### src/hpl_pkg.sv
/*
 Package for the hot plug power-state logic: timing figures and the
 cycle counts derived from them at the system clock rate.
 Assumes a 250 MHz system clock.
*/
package hpl_pkg;
	localparam int CLK_PERIOD_PS = 4000;
	// Unplug switch time window, in ms
	localparam int UNPLUG_MIN_MS = 200;
	localparam int UNPLUG_MAX_MS = 400;
	// Unplug detection point chosen mid-window, in ms
	localparam int UNPLUG_SET_MS = 300;
	localparam int CYC_PER_MS = 1000000000 / CLK_PERIOD_PS;
	localparam int UNPLUG_CYCLES = UNPLUG_SET_MS * CYC_PER_MS;
	// Shortest low pulse that must be repeated, in ns
	localparam int MIN_PULSE_NS = 100;
	localparam int MIN_PULSE_CYCLES =
		(MIN_PULSE_NS * 1000 + CLK_PERIOD_PS - 1) / CLK_PERIOD_PS;
	// Time base tick: one pulse per microsecond
	localparam int TICK_NS = 1000;
	localparam int TICK_CYCLES = TICK_NS * 1000 / CLK_PERIOD_PS;
	localparam int UNPLUG_TICKS = UNPLUG_SET_MS * 1000;
	localparam int SYNC_STAGES = 3;
	typedef enum logic [0:0] {HPL_LOW_POWER, HPL_ACTIVE} hpl_state_t;
endpackage

### src/hpl_power_logic.sv
/*
 Hot plug power-state logic: repeats hot plug to the source, decides
 low power or active, detects unplug, repeats adapter detect.
 Assumes pins are asynchronous to sys_clk; tri-state pins are resolved
 outside from the output enables.
*/
`timescale 1ns/100ps
module hpl_power_logic import hpl_pkg::*; #(
	parameter int UNPLUG_TICK_COUNT = UNPLUG_TICKS,
	parameter int TICK_DIV = TICK_CYCLES
) (
	// Clock and reset
	input wire logic sys_clk,
	input wire logic rstn,
	// Connector side
	input wire logic hot_plug_in,
	input wire logic adapter_detect_in,
	// Control pins
	input wire logic low_power_select_n,
	input wire logic adapter_detect_invert,
	// Source side
	output logic hot_plug_out,
	output logic hot_plug_out_oe,
	output logic adapter_detect_out,
	output logic adapter_detect_out_oe,
	// Main link and aux output enable
	output logic link_enable
);
	logic [SYNC_STAGES-1:0] hp_sync_reg;
	logic [SYNC_STAGES-1:0] lp_sync_reg;
	logic [SYNC_STAGES-1:0] cad_sync_reg;
	logic [SYNC_STAGES-1:0] inv_sync_reg;
	logic hp_reg;
	logic lp_reg;
	logic cad_reg;
	logic inv_reg;
	hpl_state_t state_reg;
	hpl_state_t state_next;
	logic [19:0] unplug_cnt_reg;
	logic hp_out_reg;
	logic adapter_detect_out_reg;
	logic tick;

	// Three-stage synchronisers; a level counts once stages 2 and 3 agree
	always_ff @(posedge sys_clk or negedge rstn) begin
		if (!rstn) begin
			hp_sync_reg <= '0;
			lp_sync_reg <= '0;
			cad_sync_reg <= '0;
			inv_sync_reg <= '0;
		end else begin
			hp_sync_reg <= {hp_sync_reg[1:0], hot_plug_in};
			lp_sync_reg <= {lp_sync_reg[1:0], low_power_select_n};
			cad_sync_reg <= {cad_sync_reg[1:0], adapter_detect_in};
			inv_sync_reg <= {inv_sync_reg[1:0], adapter_detect_invert};
		end
	end

	wire hp_agree = hp_sync_reg[1] == hp_sync_reg[2];
	wire lp_agree = lp_sync_reg[1] == lp_sync_reg[2];
	wire cad_agree = cad_sync_reg[1] == cad_sync_reg[2];
	wire inv_agree = inv_sync_reg[1] == inv_sync_reg[2];

	always_ff @(posedge sys_clk or negedge rstn) begin
		if (!rstn) begin
			hp_reg <= 1'b0;
			lp_reg <= 1'b0;
			cad_reg <= 1'b0;
			inv_reg <= 1'b0;
		end else begin
			if (hp_agree) hp_reg <= hp_sync_reg[2];
			if (lp_agree) lp_reg <= lp_sync_reg[2];
			if (cad_agree) cad_reg <= cad_sync_reg[2];
			if (inv_agree) inv_reg <= inv_sync_reg[2];
		end
	end

	wire hp_new = hp_agree ? hp_sync_reg[2] : hp_reg;
	wire hp_rise = hp_new && !hp_reg;
	wire hp_low = !hp_reg;
	wire tick_run = hp_low && state_reg == HPL_ACTIVE;

	// Unplug timer on a microsecond time base
	hpl_tick #(
		.DIV(TICK_DIV)
	) u_tick (
		.sys_clk(sys_clk),
		.rstn(rstn),
		.run(tick_run),
		.tick(tick)
	);

	wire unplug = (unplug_cnt_reg == 20'(UNPLUG_TICK_COUNT));

	always_ff @(posedge sys_clk or negedge rstn) begin
		if (!rstn) begin
			unplug_cnt_reg <= 20'h00000;
		end else if (!hp_low || state_reg != HPL_ACTIVE) begin
			unplug_cnt_reg <= 20'h00000;
		end else if (tick && !unplug) begin
			unplug_cnt_reg <= unplug_cnt_reg + 20'h00001;
		end
	end

	always_comb begin
		state_next = state_reg;
		unique case (state_reg)
			HPL_LOW_POWER: begin
				if (lp_reg && hp_rise) begin
					state_next = HPL_ACTIVE;
				end
			end
			HPL_ACTIVE: begin
				if (!lp_reg) begin
					state_next = HPL_LOW_POWER;
				end else if (unplug) begin
					state_next = HPL_LOW_POWER;
				end
			end
		endcase
	end

	always_ff @(posedge sys_clk or negedge rstn) begin
		if (!rstn) begin
			state_reg <= HPL_LOW_POWER;
		end else begin
			state_reg <= state_next;
		end
	end

	wire active = state_reg == HPL_ACTIVE;

	// Output data registered; low pulses pass with fixed latency
	always_ff @(posedge sys_clk or negedge rstn) begin
		if (!rstn) begin
			hp_out_reg <= 1'b0;
			adapter_detect_out_reg <= 1'b0;
		end else begin
			hp_out_reg <= active && hp_reg;
			adapter_detect_out_reg <= cad_reg ^ inv_reg;
		end
	end

	assign hot_plug_out = hp_out_reg;
	assign adapter_detect_out = adapter_detect_out_reg;
	assign hot_plug_out_oe = active;
	assign adapter_detect_out_oe = active;
	assign link_enable = active;

	a_force_low_power: assert property (
		@(posedge sys_clk) disable iff (!rstn)
		!lp_reg |=> !active) else $error("select low did not force low power");
	a_wake_on_rise: assert property (
		@(posedge sys_clk) disable iff (!rstn)
		(!active && lp_reg && hp_rise) |=> active) else $error("no wake");
	a_no_wake_forced: assert property (
		@(posedge sys_clk) disable iff (!rstn)
		(!active && !lp_reg) |=> !active) else $error("woke while forced");

	a_track_input: assert property (
		@(posedge sys_clk) disable iff (!rstn)
		(active && $past(active)) |-> hot_plug_out == $past(hp_reg))
		else $error("hot plug out not tracking");
	a_oe_active: assert property (
		@(posedge sys_clk) disable iff (!rstn)
		hot_plug_out_oe == link_enable && link_enable == active)
		else $error("enables differ from state");
	a_cad_oe_state: assert property (
		@(posedge sys_clk) disable iff (!rstn)
		adapter_detect_out_oe == active)
		else $error("adapter detect enable differs from state");

	a_cad_invert: assert property (
		@(posedge sys_clk) disable iff (!rstn)
		##1 adapter_detect_out == ($past(cad_reg) ^ $past(inv_reg)))
		else $error("adapter detect wrong");
	a_unplug_exit: assert property (
		@(posedge sys_clk) disable iff (!rstn)
		(active && unplug) |=> !active) else $error("unplug ignored");
	a_timer_bound: assert property (
		@(posedge sys_clk) disable iff (!rstn)
		unplug_cnt_reg <= 20'(UNPLUG_TICK_COUNT)) else $error("timer overrun");

	a_timer_clear: assert property (
		@(posedge sys_clk) disable iff (!rstn)
		$rose(hp_reg) |=> unplug_cnt_reg == 20'h00000)
		else $error("timer not cleared");
	a_timer_step: assert property (
		@(posedge sys_clk) disable iff (!rstn)
		(active && hp_low && tick && !unplug)
		|=> unplug_cnt_reg == $past(unplug_cnt_reg) + 20'h00001)
		else $error("timer did not advance on tick");
	a_timer_idle: assert property (
		@(posedge sys_clk) disable iff (!rstn)
		(!active && $past(!active)) |-> unplug_cnt_reg == 20'h00000)
		else $error("timer running in low power");

	a_low_pw_quiet: assert property (
		@(posedge sys_clk) disable iff (!rstn)
		!active |=> !hot_plug_out) else $error("output high in low power");
	a_pulse_stays: assert property (
		@(posedge sys_clk) disable iff (!rstn)
		(active && lp_reg && !unplug) |=> active)
		else $error("short low pulse left active state");
	a_no_wake_low: assert property (
		@(posedge sys_clk) disable iff (!rstn)
		(!active && !hp_rise) |=> !active) else $error("woke without rise");
	a_rise_taken: assert property (
		@(posedge sys_clk) disable iff (!rstn)
		hp_rise |=> hp_reg) else $error("rise not taken");
	a_wake_again: assert property (
		@(posedge sys_clk) disable iff (!rstn)
		(!active && $past(active) && lp_reg && hp_rise) |=> active)
		else $error("no wake after unplug");
endmodule

### src/hpl_tick.sv
/*
 Time base divider: one-cycle enable pulse every DIV cycles.
 Assumes a single free-running clock.
*/
`timescale 1ns/100ps
module hpl_tick import hpl_pkg::*; #(
	parameter int DIV = TICK_CYCLES
) (
	// Clock and reset
	input wire logic sys_clk,
	input wire logic rstn,
	// Enable
	input wire logic run,
	output logic tick
);
	logic [15:0] cnt_reg;
	wire wrap = (cnt_reg == 16'(DIV - 1));
	always_ff @(posedge sys_clk or negedge rstn) begin
		if (!rstn) begin
			cnt_reg <= 16'h0000;
		end else if (!run || wrap) begin
			cnt_reg <= 16'h0000;
		end else begin
			cnt_reg <= cnt_reg + 16'h0001;
		end
	end
	assign tick = run && wrap;
endmodule

### config.mk
export PLATFORM = sky130hd
export DESIGN_NAME = hpl_power_logic
export DESIGN_NICKNAME = d
export VERILOG_FILES = /design/src/hpl_pkg.sv /design/src/hpl_power_logic.sv /design/src/hpl_tick.sv
export SDC_FILE = /design/constraint.sdc
export NUM_CORES = 1
export LEC_CHECK = 0
export ABC_CLOCK_PERIOD_IN_PS = 4150
export BUFFER_PORTS_ARGS = -buffer_cell sky130_fd_sc_hd__buf_2
export CELL_PAD_IN_SITES_DETAIL_PLACEMENT = 1
export CELL_PAD_IN_SITES_GLOBAL_PLACEMENT = 1
export CORE_UTILIZATION = 50
export DETAILED_ROUTE_END_ITERATION = 8
export PLACE_DENSITY = 0.88
export SLEW_MARGIN = 15
export SYNTH_ARGS = -nofsm -noshare
export SYNTH_HDL_FRONTEND = slang
export SYNTH_SLANG_ARGS = --single-unit
export TNS_END_PERCENT = 30
### constraint.sdc
create_clock -name sys_clk -period 4.15 [get_ports sys_clk]
set_clock_uncertainty 0.05 [all_clocks]
set_input_delay 0.83 -clock sys_clk [delete_from_list [all_inputs] [get_ports sys_clk]]
set_output_delay 0.83 -clock sys_clk [all_outputs]
set_load 0.02 [all_outputs]
==> results of run 1 <==
-- logic make-up after synthesis --
family / count (synthesis) / synth area share [%]
AND/OR/NAND/NOR: 109 / 24.79
AO/OA/AOI/OAI: 36 / 9.015
adder cells (fa/ha/maj): 8 / 3.528
XOR/XNOR: 17 / 5.831
multiplexers: 1 / 0.3920
buffers and inverters: 13 / 2.547
flip-flops: 55 / 53.90
-- per-stage QoR --
step	hold slack, ns	instance area, um^2	worst slack, ns	utilization [%]	cells
3_5_place_dp	0.2863	2653	1.685	55.06	310
3_3_place_gp	0.2823	2653	1.831	55.06	310
5_1_grt	0.3188	2741	1.548	56.91	318
6_report	0.3085	2741	1.669	56.91	318
2_1_floorplan	0.2812	2554	2.047	-	239
4_1_cts	0.3092	2741	1.660	56.91	318
-- worst max-delay path, cell delays in order (launching register included) --
cell and delay (ns):
sky130_fd_sc_hd__dfrtp_1 0.45, sky130_fd_sc_hd__or4b_4 0.57, sky130_fd_sc_hd__nor3_4 0.19, sky130_fd_sc_hd__o2111ai_4 0.37, sky130_fd_sc_hd__or4_1 0.58, sky130_fd_sc_hd__a21oi_1 0.16
-- final cells by class --
| type | instances | area (um^2) |
|---|---|---|
| Fill cell | 567 | 2076 |
| Sequential cell | 55 | 1376 |
| Multi-Input combinational cell | 171 | 1112 |
| Tap cell | 67 | 83.83 |
| Clock buffer | 6 | 72.57 |
| Timing Repair Buffer | 11 | 57.56 |
| Inverter | 6 | 22.52 |
| Clock inverter | 2 | 16.27 |
-- per-layer routing --
metal | share of wire (%) | up-vias
li1 | - | 867
met5 | 0 | -
met3 | 2.0 | 9
met2 | 52 | 20
met4 | 2.0 | 0
met1 | 44 | 944
-- layout by cell type (no fill, tap or decap), drive strengths merged, types with 7 or more instances in the layout --
cell type  count
o21ai         13
xnor2          9
nand3         10
buf           11
nor2          28
a21oi         13
nand2         20
dfrtp         55
xor2           8
or3           14
inv            7
-- power by group --
part | switching, mW | leakage (nW) | total, mW | internal [mW]
clock | 0.179 | 0.0418 | 0.301 | 0.122
combinational | 0.0293 | 0.287 | 0.0413 | 0.0121
sequential | 0.00839 | 0.729 | 0.557 | 0.549
-- worst paths after layout --
path | endpoint | slack, ns | cells after the start
max | unplug_cnt_reg[8]$_DFFE_PN0P_ | 1.67 | 5
min | cad_sync_reg[1]$_DFF_PN0_ | 0.31 | 0
max reg2reg | unplug_cnt_reg[8]$_DFFE_PN0P_ | 1.67 | 5
min reg2reg | cad_sync_reg[1]$_DFF_PN0_ | 0.31 | 0
max in group asynchronous | u_tick.cnt_reg[7]$_DFF_PN0_ | 2.78 | 2
min in group asynchronous | unplug_cnt_reg[15]$_DFFE_PN0P_ | 0.46 | 1
==> impl_metrics.py, run 1 <==
metrics = {
    "die": {
        "start_util_pct": 53.01,
        "num_io_pins": 11,
        "die_w_um": 73.47,
        "dieArea_mm2": 0.005397,
        "fp-row-count": 25,
        "die_height_um": 73.47,
        "core_area_mm2": 0.004817,
    },
    "sta": {
        "max_freq_ghz": 0.4030,
        "setup_total_negative_slack_ns": 0,
        "finalCritPeriodShare_pct": 59.79,
        "timing.max_slew.rel_slack_pct": 44.20,
        "rsz0062_at_grt": "false",
        "final.min_clock_period_ns": 2.481,
        "finalHoldViolCount": 0,
        "finalMaxSlewViolations": 0,
        "final-setup-viol-count": 0,
        "timing_worst_slew_pin_value_ns": 0.8371,
    },
    "clocking": {
        "clkLatencyLatePin_ns": 0.32,
        "cts_made_buffers": 5,
        "cts_root_buffer": "sky130_fd_sc_hd__clkbuf_8",
        "worst_setup_hold_path_clk_slew_ns": 0.10,
        "max-clock-path-buffers": 2,
        "post_cts_hold_buffer_count": 0,
        "cts.sinks": 55,
        "clock_tree_from_tritoncts": "built",
        "clock_tree.htree_level_count": 2,
        "post-cts-setup-buffer-count": 0,
        "cts_repair_resize_count": 0,
    },
    "drt": {
        "wl_um": 5369,
        "drt-pass1-iter-count": 4,
        "drtIter0Drc": 134,
        "drt.antenna.violating_nets": 0,
        "route.detailed.drc": 0,
        "routed_vias_inst": 5.786,
        "detailroute.via_count": 1840,
        "wire_per_inst_um": 16.88,
    },
    "setup_path": {
        "critical_path.startpoint_type": "flip-flop",
        "timing.critical_path.required_ns": 4.32,
        "timing.critical_path.fanout_max": 28,
        "regToRegStartpoint": "u_tick.cnt_reg[2]$_DFF_PN0_",
        "crit_path_capture_type": "flip-flop",
        "timing.setup.critical_path_class": "flip-flop to flip-flop",
        "worst_ep_arrival_time_ns": 2.66,
        "crit_start": "u_tick.cnt_reg[2]$_DFF_PN0_",
    },
    "global_routing": {
        "grt_antenna_before_repair": 0,
        "use_met1_pct": 27.39,
        "met2_usage_pct": 39.96,
        "pin_count_of_the_biggest_net_entering_global_routing": 29,
        "gr-total-overflow": 0,
        "global_route_wire_length_before_repair_um": 9239,
        "grt_pass1_vias": 1957,
        "gr-usage-all-layers_pct": 22.83,
        "busiest_layer": "met2",
        "grt_use_met3_pct": 4.527,
    },
    "power": {
        "cellLeakagePower_nw": 1.058,
        "power_mw": 0.8993,
        "power.ir.vdd_worst_uv": 152.8,
        "powerDensity_mw_per_mm2": 328.0,
    },
    "yosys": {
        "syn_avg_cell_area_um2": 10.68,
        "synthesis.nets": 249,
        "synth_edf_count": 0,
        "syn-instance-count": 239,
        "asyncSetResetFlopFracSynth_pct": 100.0,
        "yosysUniqueCellTypes": 45,
        "dominant_cells_by_area_after_synthesis": "sky130_fd_sc_hd__dfrtp_1, sky130_fd_sc_hd__nor2_1, sky130_fd_sc_hd__or3_1",
        "yosys_warnings": 0,
        "postSynthRegisterBits": 55,
        "synth_top_area_cell": "sky130_fd_sc_hd__dfrtp_1",
        "yosys_most_used_dff": "sky130_fd_sc_hd__dfrtp_1",
        "ys_top_cells_by_count": "sky130_fd_sc_hd__dfrtp_1, sky130_fd_sc_hd__nor2_1, sky130_fd_sc_hd__nand2_1, sky130_fd_sc_hd__or3_1",
        "synth.most_common_cell": "sky130_fd_sc_hd__dfrtp_1",
        "synth_sequential_area_ratio_pct": 53.90,
        "yosysTopAreaCellShare_pct": 53.90,
        "syn-cell-area_mm2": 0.002554,
    },
    "run_status": {
        "status": "complete, no violations",
    },
    "placed_design": {
        "detailedPlacementHpwl_um": 3846,
        "place.port_buffers": 10,
        "gpl.final_weighted_congestion": 0.8176,
    },
    "hold_path": {
        "holdCritStartpoint": "cad_sync_reg[0]$_DFF_PN0_",
        "timing.hold.worst.class": "flip-flop to flip-flop",
    },
    "layout": {
        "antenna_cells": 0,
        "area_growth_syn_to_layout_pct": 7.349,
        "flip_flop_count_of_the_largest_register_all_copies_and_words_added": 20,
        "final_nets": 260,
        "layout-drive-gt1-share_pct": 12.75,
    },
    "run": {
        "cap_violations": 0,
    },
}
No activity file was read; power rests on OpenSTA's default activity.
==> inputs of run 2 (changes only) <==
Settings changed: ABC_CLOCK_PERIOD_IN_PS 4150 to 2009, CORE_UTILIZATION 50 to 44, PLACE_DENSITY 0.88 to 0.83.
Clock period 4.15 ns to 2.01 ns, I/O delays scaled along.
==> impl_metrics.py, run 2 (same netlist as run 1, synthesis figures left out) <==
metrics = {
    "sta": {
        "final.min_clock_period_ns": 2.314,
        "finalHoldViolCount": 0,
        "rsz0062_at_grt": "true",
        "timing.max_slew.rel_slack_pct": 63.09,
        "finalMaxSlewViolations": 0,
        "timing_worst_slew_pin_value_ns": 0.5494,
        "max_freq_ghz": 0.4321,
        "fin_ws_ns": -0.3045,
        "finalCritPeriodShare_pct": 115.1,
        "final-setup-viol-count": 19,
    },
    "setup_path": {
        "crit_path_capture_type": "flip-flop",
        "timing.critical_path.fanout_max": 10,
        "internal_reg_to_reg_setup_slack_ns": -0.30,
        "worst_ep_arrival_time_ns": 2.50,
        "crit_path_end": "unplug_cnt_reg[3]$_DFFE_PN0P_",
        "path_buf_inv": 1,
        "crit_start": "u_tick.cnt_reg[15]$_DFF_PN0_",
        "cp.depth": 6,
        "r2r-end": "unplug_cnt_reg[3]$_DFFE_PN0P_",
        "crit_path_cell_trace": "or4b_4 > nor3_4 > o2111ai_4 > buf_4 > or3_1 > a21oi_1",
        "timing.critical_path.required_ns": 2.20,
        "critical_path_s_slowest_cell": "sky130_fd_sc_hd__or4b_4",
        "timing.critical_path.max_delay_family": "simple AND/OR/NAND/NOR gates",
        "critPathMaxStageDelay_ns": 0.56,
        "timing.setup.critical_path_class": "flip-flop to flip-flop",
        "critical_path.startpoint_type": "flip-flop",
        "r2r.worst_path.cells": 6,
        "regToRegStartpoint": "u_tick.cnt_reg[15]$_DFF_PN0_",
    },
    "clocking": {
        "cts_root_buffer": "sky130_fd_sc_hd__clkbuf_8",
        "cts_made_buffers": 5,
        "clock_tree.htree_level_count": 2,
        "cts.sinks": 55,
        "clkLatencyLatePin_ns": 0.32,
        "clock_tree_from_tritoncts": "built",
        "max-clock-path-buffers": 2,
        "post_cts_hold_buffer_count": 0,
        "worst_setup_hold_path_clk_slew_ns": 0.11,
    },
    "global_routing": {
        "gr-total-overflow": 0,
        "grt_antenna_before_repair": 0,
        "gr-usage-all-layers_pct": 23.96,
        "grt_pass1_vias": 2251,
        "global_route_wire_length_before_repair_um": 10960,
        "pin_count_of_the_biggest_net_entering_global_routing": 56,
    },
    "layout": {
        "antenna_cells": 0,
        "layout-drive-gt1-share_pct": 27.34,
        "area_growth_syn_to_layout_pct": 22.29,
        "final_nets": 298,
        "final_cell_mix": "sky130_fd_sc_hd__dfrtp_1, sky130_fd_sc_hd__buf_4, sky130_fd_sc_hd__nor2_1",
        "flip_flop_count_of_the_largest_register_all_copies_and_words_added": 20,
        "finalCoreUtilization_pct": 56.37,
        "layout.cells.most_common": "sky130_fd_sc_hd__dfrtp_1",
        "fin_cells": 361,
    },
    "power": {
        "powerDensity_mw_per_mm2": 608.7,
        "switching_share_pct": 25.21,
        "switchingPower_mw": 0.4792,
        "combPwrFrac_pct": 5.1,
        "clock_power_share_pct": 34.3,
        "p_seq_share_pct": 60.6,
        "cell_internal_pwr_mw": 1.422,
        "power_mw": 1.901,
        "power.ir.vdd_worst_uv": 478.8,
        "cellLeakagePower_nw": 1.297,
    },
    "run_status": {
        "status": "complete, but fails checks",
        "violations": "setup timing",
    },
    "placed_design": {
        "post-place-ws_ns": -0.2432,
        "gpl.final_weighted_congestion": 0.7762,
        "place.port_buffers": 10,
        "place_inst": 351,
        "detailedPlacementHpwl_um": 4886,
    },
    "die": {
        "dieArea_mm2": 0.006113,
        "start_util_pct": 46.09,
        "num_io_pins": 11,
        "fp-row-count": 27,
        "die_w_um": 78.19,
        "core_area_mm2": 0.005540,
        "die_height_um": 78.19,
    },
    "drt": {
        "route.detailed.drc": 0,
        "wire_per_inst_um": 18.65,
        "detailroute.via_count": 2051,
        "routed_vias_inst": 5.681,
        "drt.antenna.violating_nets": 0,
        "wl_um": 6732,
        "drt-pass1-iter-count": 4,
        "drtIter0Drc": 103,
    },
    "hold_path": {
        "timing.hold.worst.class": "input pin to asynchronous set/reset pin",
    },
    "run": {
        "cap_violations": 0,
    },
}
[run 2: cell types whose count changed in the layout (fill, tap and decap cells not counted), sizes merged]
cell,delta
clkbuf,-1
clkinv,+1
buf,+38
[run 2: layout make-up]
type,instances,area [um^2]
inverter,6,22.52
clock inverter,3,27.53
sequential,55,1378
tap,72,90.09
clock buffer,5,68.82
fill,620,2417
multi-input combinational,171,1165
timing repair buffer,49,371.6
[run 2: worst min path at each step]
stage                              start                            end  slack (ns)
6_report                            rstn  unplug_cnt_reg[4]$_DFFE_PN0P_      0.0008
5_1_grt                             rstn    u_tick.cnt_reg[9]$_DFF_PN0_        0.04
4_1_cts                             rstn  unplug_cnt_reg[6]$_DFFE_PN0P_        0.03
3_5_place_dp    hp_sync_reg[0]$_DFF_PN0_       hp_sync_reg[1]$_DFF_PN0_        0.29
3_3_place_gp   cad_sync_reg[0]$_DFF_PN0_      cad_sync_reg[1]$_DFF_PN0_        0.28
2_1_floorplan                       rstn   adapter_detect_out$_DFF_PN0_        0.06
[run 2: worst reg2reg max path, cell delays in order (launching register included)]
cell	delay, ns
sky130_fd_sc_hd__dfrtp_1	0.41
sky130_fd_sc_hd__or4b_4	0.56
sky130_fd_sc_hd__nor3_4	0.27
sky130_fd_sc_hd__o2111ai_4	0.19
sky130_fd_sc_hd__buf_4	0.22
sky130_fd_sc_hd__or3_1	0.37
sky130_fd_sc_hd__a21oi_1	0.18
[run 2: timing repair]
item,4_1_cts,5_1_grt
setup buffers,0,2
hold endpoints to repair,0,0
setup endpoints to repair,19,19
pin swaps,6,4
resized for setup,5,6
[run 2: metal layers]
metal  part of all wire, %  track usage (%)  up-vias
met2                    55            44.65       36
met1                    39            25.40     1044
met5                     0                0        -
met4                   4.3            12.96        0
met3                   2.1            4.302       28
li1                      -                -      943
[run 2: per-stage QoR]
step                area [um^2]  TNS, ns  hold slack, ns
finish                     3123   -3.407       0.0008353
floorplan                  2560  -0.1632         0.05641
detailed placement         2958   -3.135          0.2904
global placement           2958  -0.8343          0.2841
CTS                        3078   -3.067         0.03050
global route               3123   -5.076         0.04455
[run 2: power groups by stage]
stage               logic [mW]  clock network, mW  registers, mW
floorplan               0.0370                  0           1.18
global placement        0.0916                  0           1.17
detailed placement      0.0998                  0           1.17
CTS                      0.100              0.663           1.15
global route             0.107              0.697           1.16
finish                  0.0968              0.651           1.15
==> inputs of run 3 (changes only) <==
Settings changed: CORE_MARGIN set to 1.5, SETUP_SLACK_MARGIN set to 0.02.
==> impl_metrics.py, run 3 (same netlist as run 1, synthesis figures left out) <==
metrics = {
    "run_status": {
        "status": "complete, but fails checks",
        "violations": "setup timing",
    },
    "clocking": {
        "cts_made_buffers": 5,
        "cts_root_buffer": "sky130_fd_sc_hd__clkbuf_8",
        "clock_tree.htree_level_count": 2,
        "max-clock-path-buffers": 2,
        "clock_tree_from_tritoncts": "built",
        "clkLatencyLatePin_ns": 0.32,
        "worst_setup_hold_path_clk_slew_ns": 0.11,
        "cts.sinks": 55,
    },
    "drt": {
        "wire_per_inst_um": 18.44,
        "drt.antenna.violating_nets": 0,
        "drt-pass1-iter-count": 4,
        "wl_um": 6675,
        "route.detailed.drc": 0,
        "drtIter0Drc": 54,
        "detailroute.via_count": 1997,
        "routed_vias_inst": 5.517,
    },
    "layout": {
        "final_nets": 299,
        "post-route-cell-area_mm2": 0.003214,
        "final_cell_mix": "sky130_fd_sc_hd__dfrtp_1, sky130_fd_sc_hd__buf_4, sky130_fd_sc_hd__nor2_1",
        "layout-drive-gt1-share_pct": 33.45,
        "fin_cells": 362,
        "flip_flop_count_of_the_largest_register_all_copies_and_words_added": 20,
        "antenna_cells": 0,
        "area_growth_syn_to_layout_pct": 25.87,
        "finalCoreUtilization_pct": 58.02,
        "layout.cells.most_common": "sky130_fd_sc_hd__dfrtp_1",
    },
    "sta": {
        "final-setup-viol-count": 17,
        "finalHoldWorstSlack_ns": 0.01072,
        "max_freq_ghz": 0.4428,
        "finalCritPeriodShare_pct": 112.4,
        "timing_worst_slew_pin_value_ns": 0.5135,
        "setup_total_negative_slack_ns": -2.493,
        "rsz0062_at_grt": "true",
        "final.min_clock_period_ns": 2.258,
        "fin_ws_ns": -0.2483,
        "timing.max_slew.rel_slack_pct": 65.50,
        "finalMaxSlewViolations": 0,
        "finalHoldViolCount": 0,
    },
    "placed_design": {
        "detailedPlacementHpwl_um": 4784,
        "gpl.final_weighted_congestion": 0.7673,
        "detailed_place.area_mm2": 0.002958,
        "place_inst": 351,
        "place.port_buffers": 10,
        "post-place-ws_ns": -0.2469,
    },
    "global_routing": {
        "global_route_wire_length_before_repair_um": 11200,
        "grt_antenna_before_repair": 0,
        "gr-total-overflow": 0,
        "pin_count_of_the_biggest_net_entering_global_routing": 56,
        "grt_pass1_vias": 2253,
        "gr-usage-all-layers_pct": 23.82,
    },
    "die": {
        "core_area_mm2": 0.005540,
        "die_height_um": 79.19,
        "die_w_um": 79.19,
        "fp-row-count": 27,
        "dieArea_mm2": 0.006270,
        "start_util_pct": 46.09,
        "num_io_pins": 11,
    },
    "setup_path": {
        "crit_path_cell_trace": "or4b_4 > nor3_4 > o2111ai_4 > bufbuf_16 > or3_1 > a21oi_1",
        "critical_path.startpoint_type": "flip-flop",
        "internal_reg_to_reg_setup_slack_ns": -0.25,
        "timing.critical_path.required_ns": 2.22,
        "timing.critical_path.fanout_max": 8,
        "worst_ep_arrival_time_ns": 2.47,
        "critPathMaxStageDelay_ns": 0.55,
        "critical_path_s_slowest_cell": "sky130_fd_sc_hd__or4b_4",
        "crit_path_capture_type": "flip-flop",
        "timing.setup.critical_path_class": "flip-flop to flip-flop",
    },
    "power": {
        "powerDensity_mw_per_mm2": 589.4,
        "power_mw": 1.895,
        "cellLeakagePower_nw": 1.333,
        "power.ir.vdd_worst_uv": 585.2,
    },
    "run": {
        "cap_violations": 0,
    },
    "hold_path": {
        "timing.hold.worst.class": "input pin to asynchronous set/reset pin",
    },
}
[run 3: cell types whose count changed in the layout (fill, tap and decap cells not counted), moves of 2 or more]
cell | before | now
sky130_fd_sc_hd__or3_4 | 0 | 6
sky130_fd_sc_hd__o21ai_0 | 5 | 3
sky130_fd_sc_hd__a21oi_1 | 13 | 3
sky130_fd_sc_hd__o21ai_1 | 8 | 10
sky130_fd_sc_hd__or3_1 | 14 | 8
sky130_fd_sc_hd__a21oi_2 | 0 | 10
[run 3: area by class of cell]
| type | count | area [um^2] |
|---|---|---|
| repair buffers | 50 | 404.1 |
| multi-input cells | 171 | 1227 |
| inverters | 6 | 22.52 |
| clock buffers | 5 | 68.82 |
| well taps | 72 | 90.09 |
| clock inverters | 3 | 23.77 |
| fillers | 600 | 2326 |
| flip-flops and latches | 55 | 1378 |
[run 3: worst paths after layout]
| kind | end | cells past startpoint | startpoint |
|---|---|---|---|
| worst max-delay path | unplug_cnt_reg[12]$_DFFE_PN0P_ | 6 | u_tick.cnt_reg[15]$_DFF_PN0_ |
| worst min-delay path | unplug_cnt_reg[5]$_DFFE_PN0P_ | 2 | rstn |
| worst max register to register | unplug_cnt_reg[12]$_DFFE_PN0P_ | 6 | u_tick.cnt_reg[15]$_DFF_PN0_ |
| worst min register to register | inv_sync_reg[1]$_DFF_PN0_ | 0 | inv_sync_reg[0]$_DFF_PN0_ |
| max in group asynchronous | u_tick.cnt_reg[6]$_DFF_PN0_ | 2 | rstn |
| min in group sys_clk | cad_sync_reg[0]$_DFF_PN0_ | 1 | adapter_detect_in |
[run 3: layer usage]
metal,global-route usage [%],up-vias,share of wire [%]
li1,-,946,-
met1,27.72,1020,41
met2,44.10,22,55
met3,4.138,9,2.2
met4,7.719,0,1.8
met5,0,-,0
[run 3: critical path: cells and delay by family (launching register included)]
kind	cells	cell delay, ns
compound gates	2	0.33
buf+inv	1	0.32
flops	1	0.39
simple gates	3	1.10
[run 3: power breakdown]
| group | total [mW] | switching [mW] | internal [mW] |
|---|---|---|---|
| combinational | 0.0992 | 0.0664 | 0.0328 |
| clock | 0.643 | 0.390 | 0.252 |
| sequential | 1.15 | 0.0191 | 1.13 |
| total | 1.89 | 0.476 | 1.42 |
[run 3: what timing repair did]
action | 4_1_cts | 5_1_grt
cloned | 1 | 0
hold buffers | 0 | 0
endpoints found under the setup margin | 19 | 20
gates resized for setup | 11 | 17
pin swaps | 12 | 5
setup buffers | 0 | 2
